**src/design/rx_port_cfg.svh**
```systemverilog
`ifndef RX_PORT_CFG_SVH
`define RX_PORT_CFG_SVH

// Channel count
`define NUM_CH 4

// Register byte offsets
`define OFS_CTRL 8'h00
`define OFS_LIVE 8'h04
`define OFS_IRQ_STAT 8'h08
`define OFS_IRQ_MASK 8'h0C

// Per-channel fields of the control register, stride 4 bits per channel
`define CTL_STRIDE 4
`define CTL_SRC_BIT 0
`define CTL_RATE_BIT 1
`define CTL_REFHALF_BIT 2
`define CTL_BYPASS_BIT 3

// Interrupt status layout: comma events low nibble, character events high nibble
`define IRQ_COMMA_BASE 0
`define IRQ_CHAR_BASE 4

// Reset values
`define CTRL_RST 32'h0000_0000
`define IRQ_MASK_RST 8'h00

// Reference character tick period in clk_in cycles
`define REF_DIV_DEFAULT 10

`endif

```
**src/design/rx_port_pkg.sv**
```systemverilog
`include "rx_port_cfg.svh"

package rx_port_pkg;

  localparam int NCH = `NUM_CH;

  typedef struct packed {
    logic strobe;
    logic [9:0] raw;
    logic [7:0] dec;
    logic [2:0] stat;
    logic comma;
  } lane_in_t;

  typedef struct packed {
    logic [7:0] data;
    logic [2:0] status;
  } lane_out_t;

  typedef struct packed {
    logic [31:0] ctrl;
    logic [7:0] irq_stat;
    logic [7:0] irq_mask;
    logic [31:0] rdata;
    logic irq;
    lane_out_t [NCH-1:0] lane;
    logic [NCH-1:0] clk_t;
    logic [NCH-1:0] clk_n;
  } port_state_t;

  typedef struct packed {
    logic [15:0] cnt;
    logic tick;
  } div_state_t;

endpackage : rx_port_pkg

```
**src/design/rx_port.sv**
```systemverilog
// What this block does
// Data changes only with selected interface clock
// Clock source chosen per channel by latch
// Full rate: data changes on true rising
// Half rate: data changes on both edges
// Bypass: low raw bits onto status
// Bypass: top status bit flags comma
// Decoder on: status carries character status
// Interface clock runs continuously at chosen rate
// Reference source: clock aligned with output data
// Half ref, recovered source: rate setting rules
// Half ref, reference source: rate setting ignored
// Reset puts latches and state to known
// Controller holds reset for minimum width
// Source latch zero selects recovered clock
// Each of four channels fully independent
//
// Implementation choices: the register addresses and the strobed register port.
`timescale 1ns/1ps

`include "rx_port_cfg.svh"

module rx_port #(
  parameter int REF_DIV = `REF_DIV_DEFAULT
) (
  input wire logic clk_in,
  input wire logic srst_in,
  input wire logic [7:0] reg_addr_in,
  input wire logic [31:0] reg_wdata_in,
  input wire logic reg_wr_in,
  input wire logic reg_rd_in,
  input rx_port_pkg::lane_in_t [rx_port_pkg::NCH-1:0] lane_in,
  output logic [31:0] reg_rdata_out,
  output logic irq_out,
  output rx_port_pkg::lane_out_t [rx_port_pkg::NCH-1:0] rx_char_out,
  output logic [rx_port_pkg::NCH-1:0] rx_iface_clock_out,
  output logic [rx_port_pkg::NCH-1:0] rx_iface_clock_n_out
);
  import rx_port_pkg::*;

  port_state_t q;
  port_state_t d;
  logic [NCH-1:0] ref_tick;

  // One reference tick source per channel; all share DIV and reset, so their ticks fall in the same cycles
  for (genvar g = 0; g < NCH; g++) begin : g_ref
    ref_tick_gen #(
      .DIV(REF_DIV)
    ) u_ref (
      .clk_in(clk_in),
      .srst_in(srst_in),
      .tick_out(ref_tick[g])
    );
  end

  always_comb begin
    logic src_ref;
    logic rate_half;
    logic ref_half;
    logic bypass;
    logic upd;
    logic half;
    d = q;
    src_ref = 1'b0;
    rate_half = 1'b0;
    ref_half = 1'b0;
    bypass = 1'b0;
    upd = 1'b0;
    half = 1'b0;
    d.rdata = 32'h0000_0000;

    if (reg_wr_in) begin
      unique case (reg_addr_in)
        `OFS_CTRL: d.ctrl = reg_wdata_in;
        `OFS_IRQ_STAT: d.irq_stat = q.irq_stat & ~reg_wdata_in[7:0];
        `OFS_IRQ_MASK: d.irq_mask = reg_wdata_in[7:0];
        default: ;
      endcase
    end

    for (int ch = 0; ch < NCH; ch++) begin
      src_ref = q.ctrl[ch * `CTL_STRIDE + `CTL_SRC_BIT];
      rate_half = q.ctrl[ch * `CTL_STRIDE + `CTL_RATE_BIT];
      ref_half = q.ctrl[ch * `CTL_STRIDE + `CTL_REFHALF_BIT];
      bypass = q.ctrl[ch * `CTL_STRIDE + `CTL_BYPASS_BIT];
      // Character event of the selected source
      upd = src_ref ? ref_tick[ch] : lane_in[ch].strobe;
      half = (src_ref && ref_half) ? 1'b1 : rate_half;
      if (upd) begin
        if (bypass) begin
          d.lane[ch].data = lane_in[ch].raw[9:2];
          d.lane[ch].status = {lane_in[ch].comma, lane_in[ch].raw[1:0]};
        end else begin
          d.lane[ch].data = lane_in[ch].dec;
          d.lane[ch].status = lane_in[ch].stat;
        end
        // Clock edge lands in the same cycle as the data change
        d.clk_t[ch] = half ? ~q.clk_t[ch] : 1'b1;
        d.irq_stat[`IRQ_CHAR_BASE + ch] = 1'b1;
        if (bypass && lane_in[ch].comma) begin
          d.irq_stat[`IRQ_COMMA_BASE + ch] = 1'b1;
        end
      end else if (!half) begin
        // Full rate clock falls one cycle after its rising edge
        d.clk_t[ch] = 1'b0;
      end
      d.clk_n[ch] = ~d.clk_t[ch];
    end

    if (reg_rd_in) begin
      unique case (reg_addr_in)
        `OFS_CTRL: d.rdata = q.ctrl;
        `OFS_LIVE: d.rdata = {24'h00_0000, q.clk_n, q.clk_t};
        `OFS_IRQ_STAT: d.rdata = {24'h00_0000, q.irq_stat};
        `OFS_IRQ_MASK: d.rdata = {24'h00_0000, q.irq_mask};
        default: d.rdata = 32'h0000_0000;
      endcase
    end

    d.irq = |(d.irq_stat & d.irq_mask);
  end

  always_ff @(posedge clk_in) begin
    if (srst_in) begin
      q <= '0;
      q.ctrl <= `CTRL_RST;
      q.irq_mask <= `IRQ_MASK_RST;
      q.clk_n <= '1;
    end else begin
      q <= d;
    end
  end

  assign reg_rdata_out = q.rdata;
  assign irq_out = q.irq;
  assign rx_char_out = q.lane;
  assign rx_iface_clock_out = q.clk_t;
  assign rx_iface_clock_n_out = q.clk_n;

endmodule : rx_port

```
**src/design/ref_tick_gen.sv**
```systemverilog
`timescale 1ns/1ps

`include "rx_port_cfg.svh"

module ref_tick_gen #(
  parameter int DIV = `REF_DIV_DEFAULT
) (
  input wire logic clk_in,
  input wire logic srst_in,
  output logic tick_out
);
  import rx_port_pkg::*;

  localparam logic [15:0] LAST = 16'(DIV - 1);

  div_state_t q;
  div_state_t d;

  always_comb begin
    d = q;
    d.tick = 1'b0;
    if (q.cnt == LAST) begin
      d.cnt = 16'h0000;
      d.tick = 1'b1;
    end else begin
      d.cnt = q.cnt + 16'h0001;
    end
  end

  always_ff @(posedge clk_in) begin
    if (srst_in) begin
      q <= '0;
    end else begin
      q <= d;
    end
  end

  assign tick_out = q.tick;

endmodule : ref_tick_gen

```
**config.mk**
```make
export PLATFORM = sky130hd
export DESIGN_NAME = rx_port
export DESIGN_NICKNAME = d
export VERILOG_FILES = /design/src/design/rx_port_pkg.sv /design/src/design/rx_port.sv /design/src/design/ref_tick_gen.sv
export VERILOG_INCLUDE_DIRS = /design/src /design/src/design
export SDC_FILE = /design/constraint.sdc
export NUM_CORES = 1
export LEC_CHECK = 0
export ABC_AREA = 1
export BUFFER_PORTS_ARGS = -buffer_cell sky130_fd_sc_hd__clkbuf_2
export CAP_MARGIN = 40
export CORE_MARGIN = 2
export CORE_UTILIZATION = 58
export DETAILED_ROUTE_END_ITERATION = 7
export PLACE_DENSITY_LB_ADDON = 0.3
export SYNTH_ARGS = -nofsm -noshare
export SYNTH_HDL_FRONTEND = slang
export SYNTH_SLANG_ARGS = --single-unit
```
**constraint.sdc**
```tcl
create_clock -name clk_in -period 3.64 [get_ports clk_in]
set_input_delay 0.182 -clock clk_in [delete_from_list [all_inputs] [get_ports clk_in]]
set_output_delay 0.182 -clock clk_in [all_outputs]
set_load 0.01 [all_outputs]
```
==> results of run 1 <==
-- per-layer routing --
metal	global-route usage, %	vias to the layer above	part of all wire (%)
met3	4.47	92	5.0
met5	0	-	0
met2	47.5	319	48
li1	-	4206	-
met4	11.7	0	4.7
met1	34.1	3936	42
-- registers in the layout, indices dropped and copies added, names as in the netlist --
register              flops
reg_rdata_out            32
rx_iface_clock_n_out      4
rx_iface_clock_out        4
irq_out                   1
g_ref.u_ref.tick_out      4
rx_char_out              44
q                        48
g_ref.u_ref.q            64
-- where the power goes --
group / switching (mW) / internal [mW]
registers: 0.0371 / 2.26
logic: 0.202 / 0.206
clock network: 0.856 / 1.25
total: 1.10 / 3.71
-- kinds of logic (layout without fill, tap and decap cells) --
family	after synthesis	in the layout	synth area share, %
other	0	2	0
xor gates and xnor gates	9	9	0.882
and+or+nand+nor	473	473	24.5
DFF	201	201	45.0
adders and majority gates	8	8	1.12
buffers and inverters	252	475	14.5
AOI/OAI and AO/OA	228	228	14.0
-- final timing paths --
kind	startpoint	end	slack, ns	cells past startpoint
worst max-delay path	q[113]$_SDFFE_PP0P_	rx_char_out[33]$_SDFFE_PP0P_	1.45	6
worst max register to register	q[113]$_SDFFE_PP0P_	rx_char_out[33]$_SDFFE_PP0P_	1.45	6
worst min-delay path	reg_wdata_in[15]	q[116]$_SDFFE_PP0P_	-0.006	3
worst min register to register	q[124]$_SDFFE_PP0P_	reg_rdata_out[23]$_SDFF_PP0_	0.44	2
-- cell usage in the layout (no fill, tap or decap), types with 8 or more instances in the layout --
master | Yosys | layout
a21oi_1 | 77 | 77
nor2_1 | 69 | 69
ha_1 | 8 | 8
nand2_1 | 235 | 234
nor2_2 | 8 | 8
inv_1 | 117 | 116
dfxtp_1 | 201 | 201
o22ai_1 | 8 | 8
nand3_1 | 59 | 59
nand4_1 | 13 | 13
a31oi_1 | 48 | 48
clkbuf_16 | 0 | 21
dlygate4sd3_1 | 0 | 98
nor3_1 | 40 | 40
nor3b_1 | 10 | 10
clkbuf_2 | 0 | 220
o21ai_0 | 87 | 87
-- area by class of cell --
type                       instances  area [sq um]
sequential                       201          4020
fill                            1130          4020
multi-input combinational        718          3620
timing repair buffer             321          2120
clock buffer                      24           567
inverter                         120           452
tap                              188           235
clock inverter                    10           105
antenna                            2          5.00
-- timing repair --
action / CTS / global route
endpoints found under the hold margin: 58 / 0
buffers inserted: 0 / 0
hold buffers: 98 / 0
-- critical path, cell delays in order, from the launching register on --
cell and delay, ns:
dfxtp_1 0.34, inv_1 0.09, nand2_1 0.07, nand2_1 0.43, o21ai_0 0.42, a31oi_1 0.09, dlygate4sd3_1 0.62
-- per-stage QoR --
step                      total power [mW]  area [sq um]  std cells
after global placement                2.63          9440       1449
after floorplan                       2.54          8930       1171
after detailed placement              2.64          9460       1450
final                                 4.81         11100       1584
after CTS                             4.81         11100       1582
after global routing                  4.95         11100       1582
==> results summary, run 1 <==
The flow ran to the end, but the final reports show violations. The final reports fail on negative hold slack. The site row count came out at 45.

The total wire length after detailed routing is 23.1 mm. The largest voltage drop on the vdd net came out at 0.333 mV. The sequential-to-total area share from yosys stat is 45.0%. The worst setup path is launched from a flop. The number of buffers created by CTS came out at 21. Prior to clock tree synthesis, the placed netlist has a worst setup slack of 1.53 ns. The worst clock skew came out at 0.00979 ns. The worst setup path is captured at a flop.

The HPWL after detailed placement came out at 14.4 mm. The post-detailed-route DRC marker count is 0. The first detailed-routing pass took 6 iterations. In this run the number of H-tree levels came out at 1. The leakage component of the power came out at 4.83 nW.

The cell count after synthesis is 1171. The area of the mapped netlist is 8930 sq um. The combined global-route utilization of all metal layers came out at 27.5%.

In this run the standard cell core region covers 15100 sq um. The number of flops mapped to enable cells by yosys came out at 0. The final-layout worst hold slack came out at -0.00632 ns. For this configuration, the core starts out at a cell density of 59.0%.

The number of clock sinks is 201. The max-slew violation count is 0. For this run, the post-layout net count is 1527.

The number of maximum-capacitance violations is 0. The top achievable clock speed came out at 457 MHz. The largest net degree at the start of global routing came out at 59. For the pin with the worst max-slew slack, the measured transition is 0.875 ns.

The top cell type by area accounts for 45.0% of the synthesized area. Counting flops and latches in the post-synthesis netlist gives 201. nand2_1 is the most common cell in the netlist.

The final setup violation count came out at 0. The warning count from the yosys run is 0. The maximum count of clock buffers along a single path is 3.

The area enclosed by the die boundary is 16400 sq um. Setup repair after global routing left no endpoint under its margin. Of the cells placed in the final design, the portion with a size suffix greater than 1 is 21.2%.

The critical path is of the reg2reg type. The clock slew at the register clock pins of the worst setup and hold paths is 0.06 ns. The required time of the worst setup path is 4.01 ns. The net count of the mapped netlist is 1315.

The post-detailed-route wirelength per cell came out at 14.6 um. The post-detailed-route via-to-cell ratio came out at 5.40. The highest net fanout along the worst path is 24. The starting DRC count in detailed routing came out at 622. After layout, the worst path uses 60.1% of the clock period. Counting flops with an async set or reset pin after synthesis yields a share of 0%. For the final routed database, the setup TNS stands at 0 ns. The first global-routing pass estimated 37.2 mm of wire. The final cell utilization of the core came out at 73.4%.

The distinct cell type count of the synthesized netlist is 37. The die outline height is 128 um. The post-synthesis to final-layout area growth is 24.5%. In this run the remaining antenna-violating nets after routing total 0. Input and output buffers added on the ports amount to 220.

TritonCTS built the clock tree. The setup slack of the critical path after layout came out at 1.45 ns. The detailed router placed 8553 vias in this run.

In this run the clock root is driven by a clkbuf_16. For the worst setup path, the data arrival time is 2.55 ns. The number of hold violations in the final report came out at 1. The total power density per cell area is 432 nW/um^2. The worst-skew pair later-pin latency came out at 0.49 ns. The routability congestion estimate is 0.865. Among all flip-flop cells after synthesis, the most frequent one is dfxtp_1. The initial antenna violation count is 0.

By area the synthesized netlist is led by dfxtp_1 (45%), nand2_1 (9.9%), buf_4 (7.1%), inv_1 (4.9%), o21ai_0 (4.9%). The number of global-route vias before repair came out at 8089. The overflow left after global routing is 0. Ranked by instance count, the synthesized netlist is headed by nand2_1 (235), dfxtp_1 (201), inv_1 (117), o21ai_0 (87), buf_4 (85). The post-synthesis area per instance came out at 7.63 sq um. In this run the count of I/O pins placed on the die edge is 221.

The chip width is 128 um. The tightest min-delay check is of the in2reg type. Counting I/O delays and the setup requirement, the final critical path takes 2.19 ns. The worst-case headroom to the max-slew limit is 41.5%. After clock tree synthesis, the repair step resized 0 gates. The synthesized design spends more area on one cell type than any other, namely dfxtp_1.
Power figures use the tool's default switching activity.
==> run 2: changes to the inputs <==
- CORE_UTILIZATION: 58 -> 48
- clock period: 3.64 -> 2 ns (I/O delays scaled with it)
==> run 2 against run 1 <==
The flow now finishes without violations. Hold slack better by 0.074 ns. Sequential cell count unchanged. Setup slack worse by 1.4 ns. Clock power rose by 100%. Clock skew down 0.0015 ns. Die area is 20% higher.
==> results summary, run 2 (synthesis gave the netlist of run 1 again) <==
The run finished with clean final reports. The via count of the routed design is 8464 (-1.0%). The worst-case headroom to the max-slew limit is 60.6% (+19 points). In the layout the commonest cells are nand2_1 (233), clkbuf_2 (220), dfxtp_1 (201). The post-detailed-route DRC marker count is 0 (unchanged). The number of flip-flops under the largest register name came out at 64 (unchanged).

The critical path's largest stage delay was 0.58 ns (-0.04 ns). The combined global-route utilization of all metal layers is 22.9% (-4.6 points). The number of clock sinks came to 201 (unchanged).

The clock period minus final worst setup slack came out at 1.93 ns (-0.261 ns). The number of hold violations in the final report came out at 0 (-1). The initial antenna violation count came out at 1 (+1).

The pre-CTS worst setup slack came out at 0.271 ns (-1.26 ns). g_ref.u_ref.q holds more flip-flops than any other register. The non-filler instance count after layout came out at 1666 (+5.2%). The critical path goes through inv_1, nand2_1, nand2_1, buf_4, nand3_1, a31oi_1, dlygate4sd3_1. The I/O pin count is 221 (unchanged).

The library cell used most frequently in the layout, excluding fill and tap cells, is nand2_1. The final setup violation count came out at 0 (unchanged). The number of global-route vias before repair is 8008 (-1.0%).

The worst hold path belongs to the class in2reg. The area enclosed by the die boundary came to 19700 sq um (+20%). The total wire length after detailed routing came to 23.4 mm (+1.4%).

Relative to the synthesized area, the layout overhead comes to 30.0%. The largest net degree at the start of global routing came out at 65 (+10%). The starting DRC count in detailed routing was 390 (-37%). The maximum count of clock buffers along a single path is 3 (unchanged). The number of detailed-routing iterations run before antenna repair came to 4 (-2). The highest net fanout along the worst path is 21 (-13%).

The routability congestion estimate is 0.833 (-3.7%). The max-slew violation count is 0 (unchanged). The master of the slowest instance on the critical path is dlygate4sd3_1.

The site row count came out at 49 (+8.9%). The chip width is 140 um (+9.6%). The total placed cells including tap cells came to 1504 (+3.7%). The post-detailed-route via-to-cell ratio came out at 5.08 (-5.9%). The first-pass GRT wire length came out at 37.7 mm (+1.1%). The aggregate negative setup slack came out at 0 ns (unchanged). The top achievable clock speed came to 519 MHz (+14%). The number of maximum-capacitance violations came out at 0 (unchanged). The number of fill cells in the layout is 1489 (+32%). The total buffers and inverters traversed by the critical path came out at 3 (+1). The total power density per cell area is 792 nW/um^2 (+83%). The die outline height came to 140 um (+9.6%).

The worst-skew pair later-pin latency is 0.49 ns (about the same). The share of the clock period used by the worst path is 96.3% (+36 points). The setup slack of the critical path after layout came out at 0.0743 ns (-1.38 ns).

The number of I/O port buffers is 220 (unchanged). The critical path endpoint category is a flop. The critical path is of the reg2reg type. The final cell utilization of the core came out at 64.2% (-9.2 points).

The total chip power is 9.19 mW (+91%). The starting density of the core was 49.4% (-9.6 points). The number of buffers created by CTS came out at 22 (+4.8%).

The required time of the worst setup path is 2.43 ns (-1.58 ns). The placeable core region is 18100 sq um (+19%). The antenna violation net count after detailed routing came out at 0 (unchanged).

The worst-margin pin slew was 0.589 ns (-0.286 ns). The tree is rooted in a clkbuf_16. The fraction of final layout cells with drive strength greater than 1 was 21.6% (+0.43 points). The largest voltage drop on the vdd net is 0.581 mV (+75%).

The leakage component of the power came out at 5.04 nW (+4.3%). The kind of start point of the critical path is a flop. The clock slew at the register clock pins of the worst setup and hold paths is 0.06 ns (about the same).

The post-detailed-route wirelength per cell came out at 14.1 um (-3.6%). Setup repair after global routing left no endpoint under its margin. The number of post-CTS setup repair buffers came out at 0 (unchanged). The worst clock skew came to 0.00828 ns (-0.00151 ns). The CTS tree is built. The number of H-tree levels is 1 (unchanged). The HPWL after detailed placement came out at 14.8 mm (+2.9%). Among cell families on the critical path, the largest total delay comes from buffers and inverters. The most numerous cell type found on the critical path is nand2_1.

The overflow left after global routing came out at 0 (unchanged). The final net count is 1566 (+2.6%). The critical path arrival is 2.36 ns (-0.19 ns).
run 2: cell types whose count changed in the layout (fill, tap and decap cells not counted), sizes merged:
cell and delta:
dlygate4sd3 +25, diode -1, buf +13, clkinv -1, clkbuf +3, bufinv +2
run 2: metal layers:
metal | vias up | track usage, % | part of all wire [%]
li1 | 4280 | - | -
met5 | - | 0 | 0
met3 | 69 | 3.90 | 4.8
met2 | 255 | 38.8 | 48
met4 | 0 | 8.83 | 3.5
met1 | 3860 | 29.2 | 44
run 2: repair_timing:
item,4_1_cts,5_1_grt
setup endpoints to repair,0,6
hold buffers,123,0
gates resized for setup,0,2
hold endpoints to repair,96,0
run 2: tightest hold or removal path: cells and delay by family:
family,cells,cell delay (ns)
buffers and inverters,1,0.08
and+or+nand+nor,4,0.35
run 2: through the flow:
stage | hold slack [ns] | instance area [sq um]
2_1_floorplan | 0.259 | 8930
3_3_place_gp | 0.350 | 9610
3_5_place_dp | 0.355 | 9610
4_1_cts | 0.0560 | 11600
5_1_grt | 0.0912 | 11600
6_report | 0.0674 | 11600
run 2: power by group:
group | internal, mW | leakage, nW | total [mW] | switching [mW]
sequential | 4.11 | 1.64 | 4.17 | 0.0638
clock | 2.64 | 0.371 | 4.23 | 1.58
combinational | 0.420 | 3.03 | 0.800 | 0.380
total | 7.17 | 5.04 | 9.19 | 2.02
run 2: area by class of cell:
| cell class | count | area [sq um] | area share [%] |
|---|---|---|---|
| sequential | 201 | 4020 | 34.6 |
| multi-input combinational | 718 | 3620 | 31.2 |
| timing repair buffer | 359 | 2460 | 21.2 |
| clock buffer | 27 | 601 | 5.17 |
| inverter | 120 | 452 | 3.89 |
| tap | 229 | 287 | 2.47 |
| clock inverter | 11 | 160 | 1.38 |
| antenna | 1 | 2.50 | 0.0215 |
run 2: final timing paths:
| kind | startpoint | depth (start not counted) | slack (ns) | to |
|---|---|---|---|---|
| worst max register to register | q[101]$_SDFFE_PP0P_ | 7 | 0.07 | rx_char_out[2]$_SDFFE_PP0P_ |
| worst min-delay path | lane_in[91] | 5 | 0.07 | rx_iface_clock_n_out[3]$_SDFF_PP1_ |
| worst min register to register | q[123]$_SDFFE_PP0P_ | 2 | 0.44 | reg_rdata_out[22]$_SDFF_PP0_ |
| worst max-delay path | q[101]$_SDFFE_PP0P_ | 7 | 0.07 | rx_char_out[2]$_SDFFE_PP0P_ |
